### src/rtl/wds_pkg.sv
package wds_pkg;

   // ==========================================================
   // clock and timebase
   // ==========================================================
   localparam int unsigned CLK_HZ         = 20000000;
   localparam int unsigned TICK_US        = 10;     // prescaler tick period, microseconds
   localparam int unsigned TICK_CYC       = (CLK_HZ / 1000000) * TICK_US;
   localparam int unsigned PRE_W          = 8;
   localparam int unsigned CNT_W          = 24;     // tick counter width, covers 60 s at 10 us

   // ==========================================================
   // variants and output styles
   // ==========================================================
   localparam int unsigned VAR_EQUAL      = 0;      // startup delay equals timeout
   localparam int unsigned VAR_FIXED      = 1;      // fixed 60 s startup delay
   localparam int unsigned VAR_SPLIT      = 2;      // split table with first-edge codes
   localparam int unsigned OUT_OPEN_DRAIN = 0;
   localparam int unsigned OUT_PUSH_PULL  = 1;

   // ==========================================================
   // select codes
   // ==========================================================
   localparam logic [2:0] SEL_DISABLE     = 3'h3;
   localparam logic [2:0] SEL_RESET       = 3'h3;

   // ==========================================================
   // times in microseconds (minimum figures)
   // ==========================================================
   localparam int unsigned T_30US   = 30;
   localparam int unsigned T_200US  = 200;
   localparam int unsigned T_SETUP_US = 300;
   localparam int unsigned T_1MS    = 1000;
   localparam int unsigned T_3MS    = 3000;
   localparam int unsigned T_10MS   = 10000;
   localparam int unsigned T_30MS   = 30000;
   localparam int unsigned T_100MS  = 100000;
   localparam int unsigned T_300MS  = 300000;
   localparam int unsigned T_1S     = 1000000;
   localparam int unsigned T_3S     = 3000000;
   localparam int unsigned T_10S    = 10000000;
   localparam int unsigned T_60S    = 60000000;
   localparam int unsigned T_PULSE_OD_US = 100000;
   localparam int unsigned T_PULSE_PP_US = 1000;

   // minimum times round up to whole ticks
   function automatic logic [CNT_W-1:0] us_to_ticks(input int unsigned us);
      int unsigned t;
      t = (us + TICK_US - 1) / TICK_US;
      if (t < 1) begin
         t = 1;
      end
      return t[CNT_W-1:0];
   endfunction

   localparam logic [CNT_W-1:0] SETUP_TICKS = us_to_ticks(T_SETUP_US);

   typedef enum logic [2:0] {
      WDS_SETUP,
      WDS_STARTUP,
      WDS_FIRST_EDGE,
      WDS_RUN,
      WDS_FAULT,
      WDS_DISABLED
   } wds_state_e;

endpackage

### src/rtl/wds_tick_gen.sv
`timescale 1ns/10ps
// ==========================================================
// free-running prescaler: one-cycle tick every TICK_CYC clocks
// ==========================================================
module wds_tick_gen (
   // clock and reset
   input  wire logic core_clk_in,
   input  wire logic sys_rst_in,
   // tick
   output logic      tick_out
);

   logic [wds_pkg::PRE_W-1:0] pre_q;
   logic [wds_pkg::PRE_W-1:0] pre_d;
   logic                      tick_q;
   logic                      tick_d;

   localparam logic [wds_pkg::PRE_W-1:0] PRE_LAST = wds_pkg::PRE_W'(wds_pkg::TICK_CYC - 1);

   always_comb begin
      pre_d  = pre_q + 8'h01;
      tick_d = 1'b0;
      if (pre_q == PRE_LAST) begin
         pre_d  = '0;
         tick_d = 1'b1;
      end
   end

   // registered tick
   always_ff @(posedge core_clk_in) begin
      if (sys_rst_in) begin
         pre_q  <= '0;
         tick_q <= 1'b0;
      end else begin
         pre_q  <= pre_d;
         tick_q <= tick_d;
      end
   end

   assign tick_out = tick_q;

endmodule

### src/rtl/wds_watchdog.sv
`timescale 1ns/10ps
module wds_watchdog #(
   parameter int unsigned VARIANT   = wds_pkg::VAR_EQUAL,
   parameter int unsigned OUT_STYLE = wds_pkg::OUT_OPEN_DRAIN
) (
   // clock and reset
   input  wire logic core_clk_in,
   input  wire logic sys_rst_in,
   // host side pins
   input  wire logic kick_in,
   input  wire logic timing_sel_b0_in,
   input  wire logic timing_sel_b1_in,
   input  wire logic timing_sel_b2_in,
   // fault pin: level, its driver enable (low = driving), and status
   output logic      fault_pulse_n_out,
   output logic      fault_pulse_n_oe_n_out,
   output logic      startup_delay_out
);

   // ==========================================================
   // input synchronisers
   // ==========================================================
   logic [3:0] sync1_q;
   logic [3:0] sync2_q;
   logic [3:0] sync1_d;
   logic [3:0] sync2_d;
   logic       kick_prev_q;
   logic       kick_prev_d;
   logic [2:0] sel_prev_q;
   logic [2:0] sel_prev_d;
   logic       tick;

   always_comb begin
      sync1_d     = {timing_sel_b2_in, timing_sel_b1_in, timing_sel_b0_in, kick_in};
      sync2_d     = sync1_q;
      kick_prev_d = sync2_q[0];
      sel_prev_d  = sync2_q[3:1];
   end

   always_ff @(posedge core_clk_in) begin
      if (sys_rst_in) begin
         sync1_q     <= 4'h0;
         sync2_q     <= 4'h0;
         kick_prev_q <= 1'b0;
         sel_prev_q  <= 3'h0;
      end else begin
         sync1_q     <= sync1_d;
         sync2_q     <= sync2_d;
         kick_prev_q <= kick_prev_d;
         sel_prev_q  <= sel_prev_d;
      end
   end

   wire       kick_edge = sync2_q[0] ^ kick_prev_q;
   wire [2:0] sel_now   = sync2_q[3:1];

   wds_tick_gen u_tick (
      .core_clk_in (core_clk_in),
      .sys_rst_in  (sys_rst_in),
      .tick_out    (tick)
   );

   // ==========================================================
   // timing tables
   // ==========================================================
   // timeout lookup
   function automatic logic [wds_pkg::CNT_W-1:0] timeout_ticks(input logic [2:0] code);
      int unsigned us;
      us = wds_pkg::T_1MS;
      if (VARIANT == wds_pkg::VAR_EQUAL) begin
         case (code)
            3'h0:    us = wds_pkg::T_1MS;
            3'h1:    us = wds_pkg::T_10MS;
            3'h2:    us = wds_pkg::T_30MS;
            3'h4:    us = wds_pkg::T_100MS;
            3'h5:    us = wds_pkg::T_1S;
            3'h6:    us = wds_pkg::T_10S;
            default: us = wds_pkg::T_60S;
         endcase
      end else if (VARIANT == wds_pkg::VAR_FIXED) begin
         case (code)
            3'h0:    us = wds_pkg::T_1MS;
            3'h1:    us = wds_pkg::T_3MS;
            3'h2:    us = wds_pkg::T_10MS;
            3'h4:    us = wds_pkg::T_100MS;
            3'h5:    us = wds_pkg::T_300MS;
            3'h6:    us = wds_pkg::T_3S;
            default: us = wds_pkg::T_60S;
         endcase
      end else begin
         case (code)
            3'h0:    us = wds_pkg::T_3MS;
            3'h1:    us = wds_pkg::T_3S;
            3'h2:    us = wds_pkg::T_1S;
            3'h4:    us = wds_pkg::T_30US;
            3'h5:    us = wds_pkg::T_1S;
            default: us = wds_pkg::T_10S;
         endcase
      end
      return wds_pkg::us_to_ticks(us);
   endfunction

   // startup lookup; equal variant reuses timeout
   function automatic logic [wds_pkg::CNT_W-1:0] startup_ticks(input logic [2:0] code);
      int unsigned us;
      us = wds_pkg::T_60S;
      if (VARIANT == wds_pkg::VAR_SPLIT) begin
         case (code)
            3'h0:    us = wds_pkg::T_3MS;
            3'h1:    us = wds_pkg::T_3S;
            3'h4:    us = wds_pkg::T_200US;
            default: us = wds_pkg::T_60S;
         endcase
      end
      if (VARIANT == wds_pkg::VAR_EQUAL) begin
         return timeout_ticks(code);
      end
      return wds_pkg::us_to_ticks(us);
   endfunction

   // first-edge codes exist only in the split variant
   function automatic logic is_first_edge(input logic [2:0] code);
      return (VARIANT == wds_pkg::VAR_SPLIT) && (code == 3'h5 || code == 3'h6);
   endfunction

   localparam logic [wds_pkg::CNT_W-1:0] PULSE_TICKS = (OUT_STYLE == wds_pkg::OUT_OPEN_DRAIN) ?
      wds_pkg::us_to_ticks(wds_pkg::T_PULSE_OD_US) : wds_pkg::us_to_ticks(wds_pkg::T_PULSE_PP_US);

   // ==========================================================
   // supervisor state machine
   // ==========================================================
   wds_pkg::wds_state_e          state_q;
   wds_pkg::wds_state_e          state_d;
   logic [wds_pkg::CNT_W-1:0]    cnt_q;
   logic [wds_pkg::CNT_W-1:0]    cnt_d;
   logic [2:0]                   code_q;
   logic [2:0]                   code_d;
   logic                         fault_n_q;
   logic                         fault_n_d;
   logic                         oe_n_q;
   logic                         oe_n_d;
   logic                         start_q;
   logic                         start_d;

   // count limit per state; state and code are arguments so the hit net follows them
   function automatic logic [wds_pkg::CNT_W-1:0] cnt_limit(input wds_pkg::wds_state_e st,
                                                           input logic [2:0]          code);
      case (st)
         wds_pkg::WDS_SETUP:   return wds_pkg::SETUP_TICKS;
         wds_pkg::WDS_STARTUP: return startup_ticks(code);
         wds_pkg::WDS_FAULT:   return PULSE_TICKS;
         // kicks land between ticks: one spare tick keeps the timeout at or above its minimum
         default:              return timeout_ticks(code) + 24'h000001;
      endcase
   endfunction

   wire sel_change = (sel_now != sel_prev_q);
   wire cnt_hit    = tick && (cnt_q + 24'h000001 >= cnt_limit(state_q, code_q));

   always_comb begin
      state_d = state_q;
      cnt_d   = tick ? cnt_q + 24'h000001 : cnt_q;
      code_d  = code_q;
      case (state_q)
         wds_pkg::WDS_SETUP: begin
            // settle restarts until the held code matches the pins, so code 000 at power-up is taken too
            if (sel_now != code_q) begin
               code_d = sel_now;
               cnt_d  = '0;
            end else if (cnt_hit) begin
               cnt_d = '0;
               if (code_q == wds_pkg::SEL_DISABLE) begin
                  state_d = wds_pkg::WDS_DISABLED;
               end else if (is_first_edge(code_q)) begin
                  state_d = wds_pkg::WDS_FIRST_EDGE;
               end else begin
                  state_d = wds_pkg::WDS_STARTUP;
               end
            end
         end
         wds_pkg::WDS_STARTUP: begin
            if (cnt_hit) begin
               state_d = wds_pkg::WDS_RUN;
               cnt_d   = '0;
            end
         end
         // wait for first kick without limit
         wds_pkg::WDS_FIRST_EDGE: begin
            cnt_d = '0;
            if (kick_edge) begin
               state_d = wds_pkg::WDS_RUN;
            end
         end
         wds_pkg::WDS_RUN: begin
            if (kick_edge) begin
               cnt_d = '0;
            end else if (cnt_hit) begin
               state_d = wds_pkg::WDS_FAULT;
               cnt_d   = '0;
            end
         end
         wds_pkg::WDS_FAULT: begin
            // kicks and select changes wait for pulse end
            if (cnt_hit) begin
               cnt_d   = '0;
               state_d = (sel_now != code_q) ? wds_pkg::WDS_SETUP : wds_pkg::WDS_RUN;
               code_d  = sel_now;
            end
         end
         default: begin
            cnt_d = '0;
         end
      endcase
      // select change restarts settle and startup, except during a pulse
      if (sel_change && state_q != wds_pkg::WDS_FAULT && state_q != wds_pkg::WDS_SETUP) begin
         state_d = wds_pkg::WDS_SETUP;
         code_d  = sel_now;
         cnt_d   = '0;
      end
      // fault output low only in pulse state
      fault_n_d = (state_d != wds_pkg::WDS_FAULT);
      // open drain drives only while low; push-pull drives whenever out of reset
      oe_n_d    = (OUT_STYLE == wds_pkg::OUT_OPEN_DRAIN) ? fault_n_d : 1'b0;
      start_d   = (state_d == wds_pkg::WDS_SETUP) || (state_d == wds_pkg::WDS_STARTUP) ||
                  (state_d == wds_pkg::WDS_FIRST_EDGE);
   end

   always_ff @(posedge core_clk_in) begin
      if (sys_rst_in) begin
         state_q   <= wds_pkg::WDS_SETUP;
         cnt_q     <= '0;
         code_q    <= wds_pkg::SEL_RESET;
         fault_n_q <= 1'b1;
         oe_n_q    <= 1'b1;
         start_q   <= 1'b1;
      end else begin
         state_q   <= state_d;
         cnt_q     <= cnt_d;
         code_q    <= code_d;
         fault_n_q <= fault_n_d;
         oe_n_q    <= oe_n_d;
         start_q   <= start_d;
      end
   end

   assign fault_pulse_n_out      = fault_n_q;
   assign fault_pulse_n_oe_n_out = oe_n_q;
   assign startup_delay_out      = start_q;

endmodule

### config.mk
export PLATFORM = sky130hd
export DESIGN_NAME = wds_watchdog
export DESIGN_NICKNAME = d
export VERILOG_FILES = /design/src/rtl/wds_pkg.sv /design/src/rtl/wds_tick_gen.sv /design/src/rtl/wds_watchdog.sv
export SDC_FILE = /design/constraint.sdc
export NUM_CORES = 1
export LEC_CHECK = 0
export BUFFER_PORTS_ARGS = -buffer_cell sky130_fd_sc_hd__buf_2
export CAP_MARGIN = 15
export CORE_MARGIN = 2
export CORE_UTILIZATION = 55
export CTS_BUF_LIST = sky130_fd_sc_hd__clkbuf_4
export CTS_CLUSTER_DIAMETER = 200
export DETAILED_ROUTE_END_ITERATION = 16
export GPL_TIMING_DRIVEN = 0
export PLACE_DENSITY_LB_ADDON = 0.3
export SLEW_MARGIN = 10
export SYNTH_ARGS = -nofsm -noshare
export SYNTH_HDL_FRONTEND = slang
export SYNTH_SLANG_ARGS = --single-unit
export TNS_END_PERCENT = 5
### constraint.sdc
create_clock -name core_clk_in -period 19.4 [get_ports core_clk_in]
set_input_delay 2.91 -clock core_clk_in [delete_from_list [all_inputs] [get_ports core_clk_in]]
set_output_delay 2.91 -clock core_clk_in [all_outputs]
set_load 0.01 [all_outputs]
# Yosys cells after proc, flatten, opt, wreduce, memory -nomap -nowiden
# Cells that the tools add are included.
[classes]
n_addsub = 7
n_div = 2
order_cmp = 3
n_eq_ne = 19
mux = 30
n_bitwise = 1
n_reduce_logical = 15
[ops]
columns = ["cell", "n"]
rows = [
  ["two-way mux 24 bit", 8],
  ["one-hot mux 26 bit (6 select lines)", 1],
  ["one-hot mux 24 bit (3 select lines)", 2],
  ["adder 32 x 4 -> 32 bit (second input constant)", 2],
  ["divider 32 x 4 -> 32 bit (second input constant)", 2],
  ["less-than comparator 32 x 1 -> 1 bit (second input constant)", 2],
  ["two-way mux 32 bit", 2],
  ["subtractor 32 x 1 -> 32 bit (second input constant)", 2],
  ["adder 24 x 1 -> 24 bit (second input constant)", 2],
  ["two-way mux 3 bit", 12],
  [">= comparator 24 bit", 1],
  ["== test 3 x 2 -> 1 bit (second input constant)", 5],
  ["one-hot mux 3 bit (5 select lines)", 1],
  ["== test 3 bit (second input constant)", 4],
  ["!= test 3 bit (second input constant)", 4],
  ["== test 3 x 1 -> 1 bit (second input constant)", 3],
  ["zero test 3 bit", 3],
  ["adder 8 x 1 -> 8 bit (second input constant)", 1],
  ["== test 8 bit (second input constant)", 1],
  ["!= test 3 bit", 2],
  ["one-hot mux 3 bit (2 select lines)", 1],
  ["nonzero test 3 bit", 2],
  ["OR reduction 2 bit", 3],
  ["logical AND 1 bit", 3],
  ["6 further kinds", 8],
]
[word_totals]
register_bits = 53
in_bits = 6
output_inout_bits = 3

# Depth between registers and ports, before layout
[depth]
ltp_word = 20
mapped_depth = 41

# Modules after synthesis
# A second synthesis with hierarchy kept.
[unflattened]
cells_unflattened = 552
area_unflattened_um2 = 4300.4
[modules_own_cells]
columns = ["module", "instances", "cells_per_inst", "area_each_um2", "seq_area_each_um2"]
rows = [
  ["wds_watchdog", 1, 512, 3928.8, 880.8],
  ["wds_tick_gen", 1, 40, 371.6, 180.2],
]

# Worst setup path before layout
# No wires, ideal clock.
[synth_path]
kind = "register -> register"
from = "reg code_q[1]"
to = "reg cnt_q[0] (netlist name)"
setup_time_ns = 0.065
arrival_time_ns = 7.329
path_slack_ns = 12.006
path_stages_with_launch = 41
n_path_buf = 4
period_less_slack_ns = 7.394
cell_sequence = "dfxtp_1 > buf_6 > clkbuf_1 > nor2b_1 > nand2_1 > o21ai_0 > ha_1 > or2_1 > a21oi_1 > o22a_1 > o211ai_2 > and2_1 > nand2_1 > xnor2_1 > ha_1 > a211oi_1 > a32oi_1 > nand3_1 > (+5 left out) > ha_1 > and3_1 > o2111ai_1 > and2_1 > a21boi_0 > ha_1 > a21o_1 > a21o_1 > a21o_1 > a21o_1 > a21oi_1 > o21ai_0 > a221oi_1 > nor2_1 > or4_1 > clkbuf_1 > clkbuf_1 > nor2_1"
[synth_between]
elab_chain_len = 16
[synth_lines]
columns = ["item", "line_no", "text"]
rows = [
  ["start: declaration", "wds_watchdog.sv:136", "logic [2:0] code_q;"],
  ["start signal: assignment", "wds_watchdog.sv:232", "code_q <= wds_pkg::SEL_RESET;"],
  ["start signal: assignment", "wds_watchdog.sv:239", "code_q <= code_d;"],
  ["== test 3 bit (tied with other cells)", "wds_watchdog.sv:71", "case (code)"],
  ["one-hot mux 26 bit (6 select lines)", "wds_watchdog.sv:71", ""],
  ["two-way mux 32 bit", "wds_watchdog.sv:148", "case (st)"],
  ["adder 32 x 4 -> 32 bit", "wds_pkg.sv:49", "t = (us + TICK_US - 1) / TICK_US;"],
  ["subtractor 32 x 1 -> 32 bit", "wds_pkg.sv:49", ""],
  ["divider 32 x 4 -> 32 bit", "wds_pkg.sv:49", ""],
  ["less-than comparator 32 x 1 -> 1 bit", "wds_pkg.sv:50", "if (t < 1) begin"],
  ["two-way mux 24 bit", "wds_pkg.sv:50", ""],
  ["two-way mux 24 bit", "wds_watchdog.sv:148", ""],
  ["adder 24 x 1 -> 24 bit", "wds_watchdog.sv:153", "default: return timeout_ticks(code) + 24'h000001;"],
  ["one-hot mux 24 bit (3 select lines)", "wds_watchdog.sv:148", ""],
  [">= comparator 24 bit", "wds_watchdog.sv:158", "wire cnt_hit = tick && (cnt_q + 24'h000001 >= cnt_limit(state_q, code_q));"],
  ["logical AND 1 bit", "wds_watchdog.sv:158", ""],
  ["two-way mux 24 bit", "-", ""],
  ["two-way mux 24 bit (on tied branches)", "wds_watchdog.sv:195, wds_watchdog.sv:167", ""],
  ["one-hot mux 24 bit (3 select lines) *", "wds_watchdog.sv:164", "case (state_q)"],
  ["end signal: assignment", "wds_watchdog.sv:238", "cnt_q <= cnt_d;"],
  ["end: declaration", "wds_watchdog.sv:134", "logic [wds_pkg::CNT_W-1:0] cnt_q;"],
]
# Mark *: on every way between the ends. The rest lies on a longest branch, timed or not. The select of a mux whose other input is x is not followed.
# A chain may end at the register's enable or synchronous reset.

# Worst setup path after layout
[layout_path]
from = "reg code_q[0]"
to = "reg cnt_q[0] (netlist name)"
# The elaborated chain is that of the path after synthesis.

==> run_results.csv <==
group,metric,value,unit
timing,worst_pin_slew,0.696,ns
flow_run,maxCapViolations,0,
placement,port_buffers,8,
cts,ctsResizeCount,0,
floorplan,num_rows,32,
layout,nNetsFinal,601,
floorplan,core_area,7650,um^2
drt,ant_nets,0,
timing,rsz0062_at_grt,"false",
timing,slew_headroom,53.3,%
yosys,seq_area_frac_synth,24.7,%
drt,wl_met1,4.67,mm
critical_path,crit_path_start_kind,"flop",
timing,hold_viol_final,0,
global_route,grt_max_degree,20,
critical_path,path_class,"flop to flop",
drt,wl_met2,4.61,mm
yosys,syn_avg_cell_area,7.86,um^2
status,status,"complete, no violations",
cts,cts_sinks,53,
cts,numCtsBuffers,5,
timing,min_period,9.35,ns
critical_path,cp.required,19.73,ns
drt,routed_wl,9.83,mm
drt,wl_met3,414,um
placement,dpl.hpwl,7.61,mm
yosys,yosys_warnings,0,
placement,place_area,4470,um^2
floorplan,start_util,56.2,%
floorplan,die_w,92.4,um
layout,syn_to_final_growth,5.54,%
critical_path,cp.arrival,9.68,ns
drt,top_layer,"met4",
critical_path,crit_path_max_fanout,10,
timing,fin_skew,0.00984,ns
cts,cts-hold-fix-buffers,0,
layout,layout_common_cells,"nor2_1 (59), nand2_1 (55), dfxtp_1 (53), xor2_1 (45), ha_1 (33)",
cts,cts_setup_buffers,0,
layout,final_layout_size_suffix_gt1_share,7.28,%
layout,fillers,721,
cts,clock-root-buffer,"clkbuf_4",
timing,period_share,48.2,%
cts,htree_num_levels,2,
drt,drc,0,
yosys,syn_inst,546,
drt,wl_per_cell,14.8,um
yosys,synth_seq_cells,53,
timing,maxSlewViolCount,0,
timing,fmax,107,MHz
cts,cts_tree,"done",
global_route,grt_pass1_vias,3597,
layout,stdcell_area,4530,um^2
timing,tns,0,ns
placement,routabilityCongestion,0.940,
power,total_power,0.292,mW
layout,fin_util,59.3,%
yosys,async_flop_share,0,%
floorplan,dieArea,8530,um^2
critical_path,crit_slowest_cell,"or4_1",
yosys,ys.flop_type,"dfxtp_1",
critical_path,worst_path_largest_cell_delay,0.60,ns
drt,first_pass_iters,5,
yosys,synth_edf_count,0,
yosys,synth_cell_type_count,75,
power,leakage,2.06,nW
power,cellPowerDensity,64.5,nW/um^2
cts,cts_buffer_depth,2,
timing,setup_viol,0,
yosys,syn_area,4290,um^2
worst_hold_path,holdCritPathClass,"flop to flop",
drt,via_per_inst,5.83,
global_route,gr-total-overflow,0,
global_route,antenna_found_initial,0,
drt,drt_iter0_drc,337,
global_route,grt_usage,23.6,%
timing,holdWs,0.454,ns
critical_path,cp-end-kind,"flop",
cts,path_clk_slew,0.17,ns
global_route,grt_pass1_wl,16.7,mm
layout,antenna_cells,0,
drt,vias,3880,
power,ir_drop,0.0000474,V
cts,clk_latency,0.39,ns
floorplan,boundaryPins,9,
layout,final_common_cell,"nor2_1",
floorplan,dieHeight,92.4,um
logic make-up (layout without fill, tap and decap cells):
| family | Yosys count | in the layout | share of synthesized area (%) |
|---|---|---|---|
| fa+ha+maj | 33 | 33 | 9.62 |
| simple gates | 224 | 224 | 26.5 |
| flops | 53 | 53 | 24.7 |
| buf+inv | 44 | 60 | 4.57 |
| compound gates | 125 | 125 | 20.9 |
| other cells | 1 | 2 | 0.0873 |
| mux | 5 | 5 | 1.17 |
| xor+xnor | 61 | 61 | 12.4 |
state kept, by name, indices dropped and copies added (netlist names):
signal	cells
cnt_q	24
code_q	3
fault_pulse_n_oe_n_out	1
kick_prev_q	1
sel_prev_q	3
startup_delay_out	1
state_q	3
sync1_q	4
sync2_q	4
u_tick.pre_q	8
u_tick.tick_out	1
synthesized netlist by cell type (all sizes together), types with 2 or more instances:
master / n / area share [%]
mux2i: 5 / 1.2
o31ai: 2 / 0.67
o31a: 2 / 0.41
o22ai: 5 / 0.73
dfxtp: 53 / 25
and3: 26 / 3.8
o21ai: 27 / 3.1
nand2b: 5 / 0.90
xor2: 45 / 9.2
a2bb2oi: 2 / 0.41
o221ai: 2 / 0.55
clkbuf: 18 / 1.6
xnor2: 16 / 3.3
nand2: 57 / 5.2
a21oi: 27 / 3.1
buf: 7 / 1.3
o211ai: 7 / 1.5
o2111ai: 2 / 0.41
nand3: 16 / 2.0
o211a: 3 / 0.70
or4: 5 / 0.96
inv: 19 / 1.7
nand4: 12 / 1.7
nor2b: 15 / 2.2
or3: 3 / 0.55
nor2: 60 / 5.3
o22a: 2 / 0.41
a311o: 2 / 0.47
or2: 3 / 0.44
and2: 5 / 0.73
ha: 33 / 9.6
nand3b: 2 / 0.35
nor3: 9 / 1.2
a211oi: 4 / 0.82
a31oi: 6 / 1.0
a221oi: 3 / 0.76
a21o: 16 / 2.8
o21a: 3 / 0.52
report_power, final:
part           internal [mW]  switching [mW]  total, mW
clock                 0.0158          0.0390     0.0549
combinational         0.0464          0.0788      0.125
sequential             0.111         0.00144      0.112
worst paths after layout:
| check | from | endpoint | slack [ns] | cells after the start |
|---|---|---|---|---|
| min reg2reg | u_tick.pre_q[0] | u_tick.pre_q[0] | 0.45 | 1 |
| max reg2reg | code_q[0] | cnt_q[0] | 10.05 | 41 |
| max | code_q[0] | cnt_q[0] | 10.05 | 41 |
| min | u_tick.pre_q[0] | u_tick.pre_q[0] | 0.45 | 1 |
routing by layer:
layer / GRT usage [%] / up-vias
li1: - / 1972
met1: 32.9 / 1789
met2: 38.7 / 106
met3: 2.52 / 13
met4: 6.47 / 0
met5: 0 / -
area by class of cell:
type,count,area (um^2),area share [%]
sequential,53,1060,23.4
timing repair buffer,8,40.0,0.883
tap,102,128,2.82
multi-input combinational,450,3040,67.1
inverter,19,71.3,1.57
buffer,25,125,2.76
clock buffer,5,37.5,0.828
clock inverter,3,28.8,0.635
metrics by stage:
step,setup slack (ns),instances
final,10.05,665
after global routing,9.35,665
after CTS,10.30,665
after detailed placement,10.40,657
after global placement,10.52,657
after floorplan,12.01,547
worst max-delay path: cells and delay by family (launching register included):
family / cells / cell delay, ns
AOI/OAI and AO/OA: 17 / 3.59
adders and majority gates: 4 / 0.94
DFF: 1 / 0.34
and+or+nand+nor: 12 / 2.76
buffers and inverters: 7 / 1.31
xor gates and xnor gates: 1 / 0.33
No activity file was read; power rests on OpenSTA's default activity.
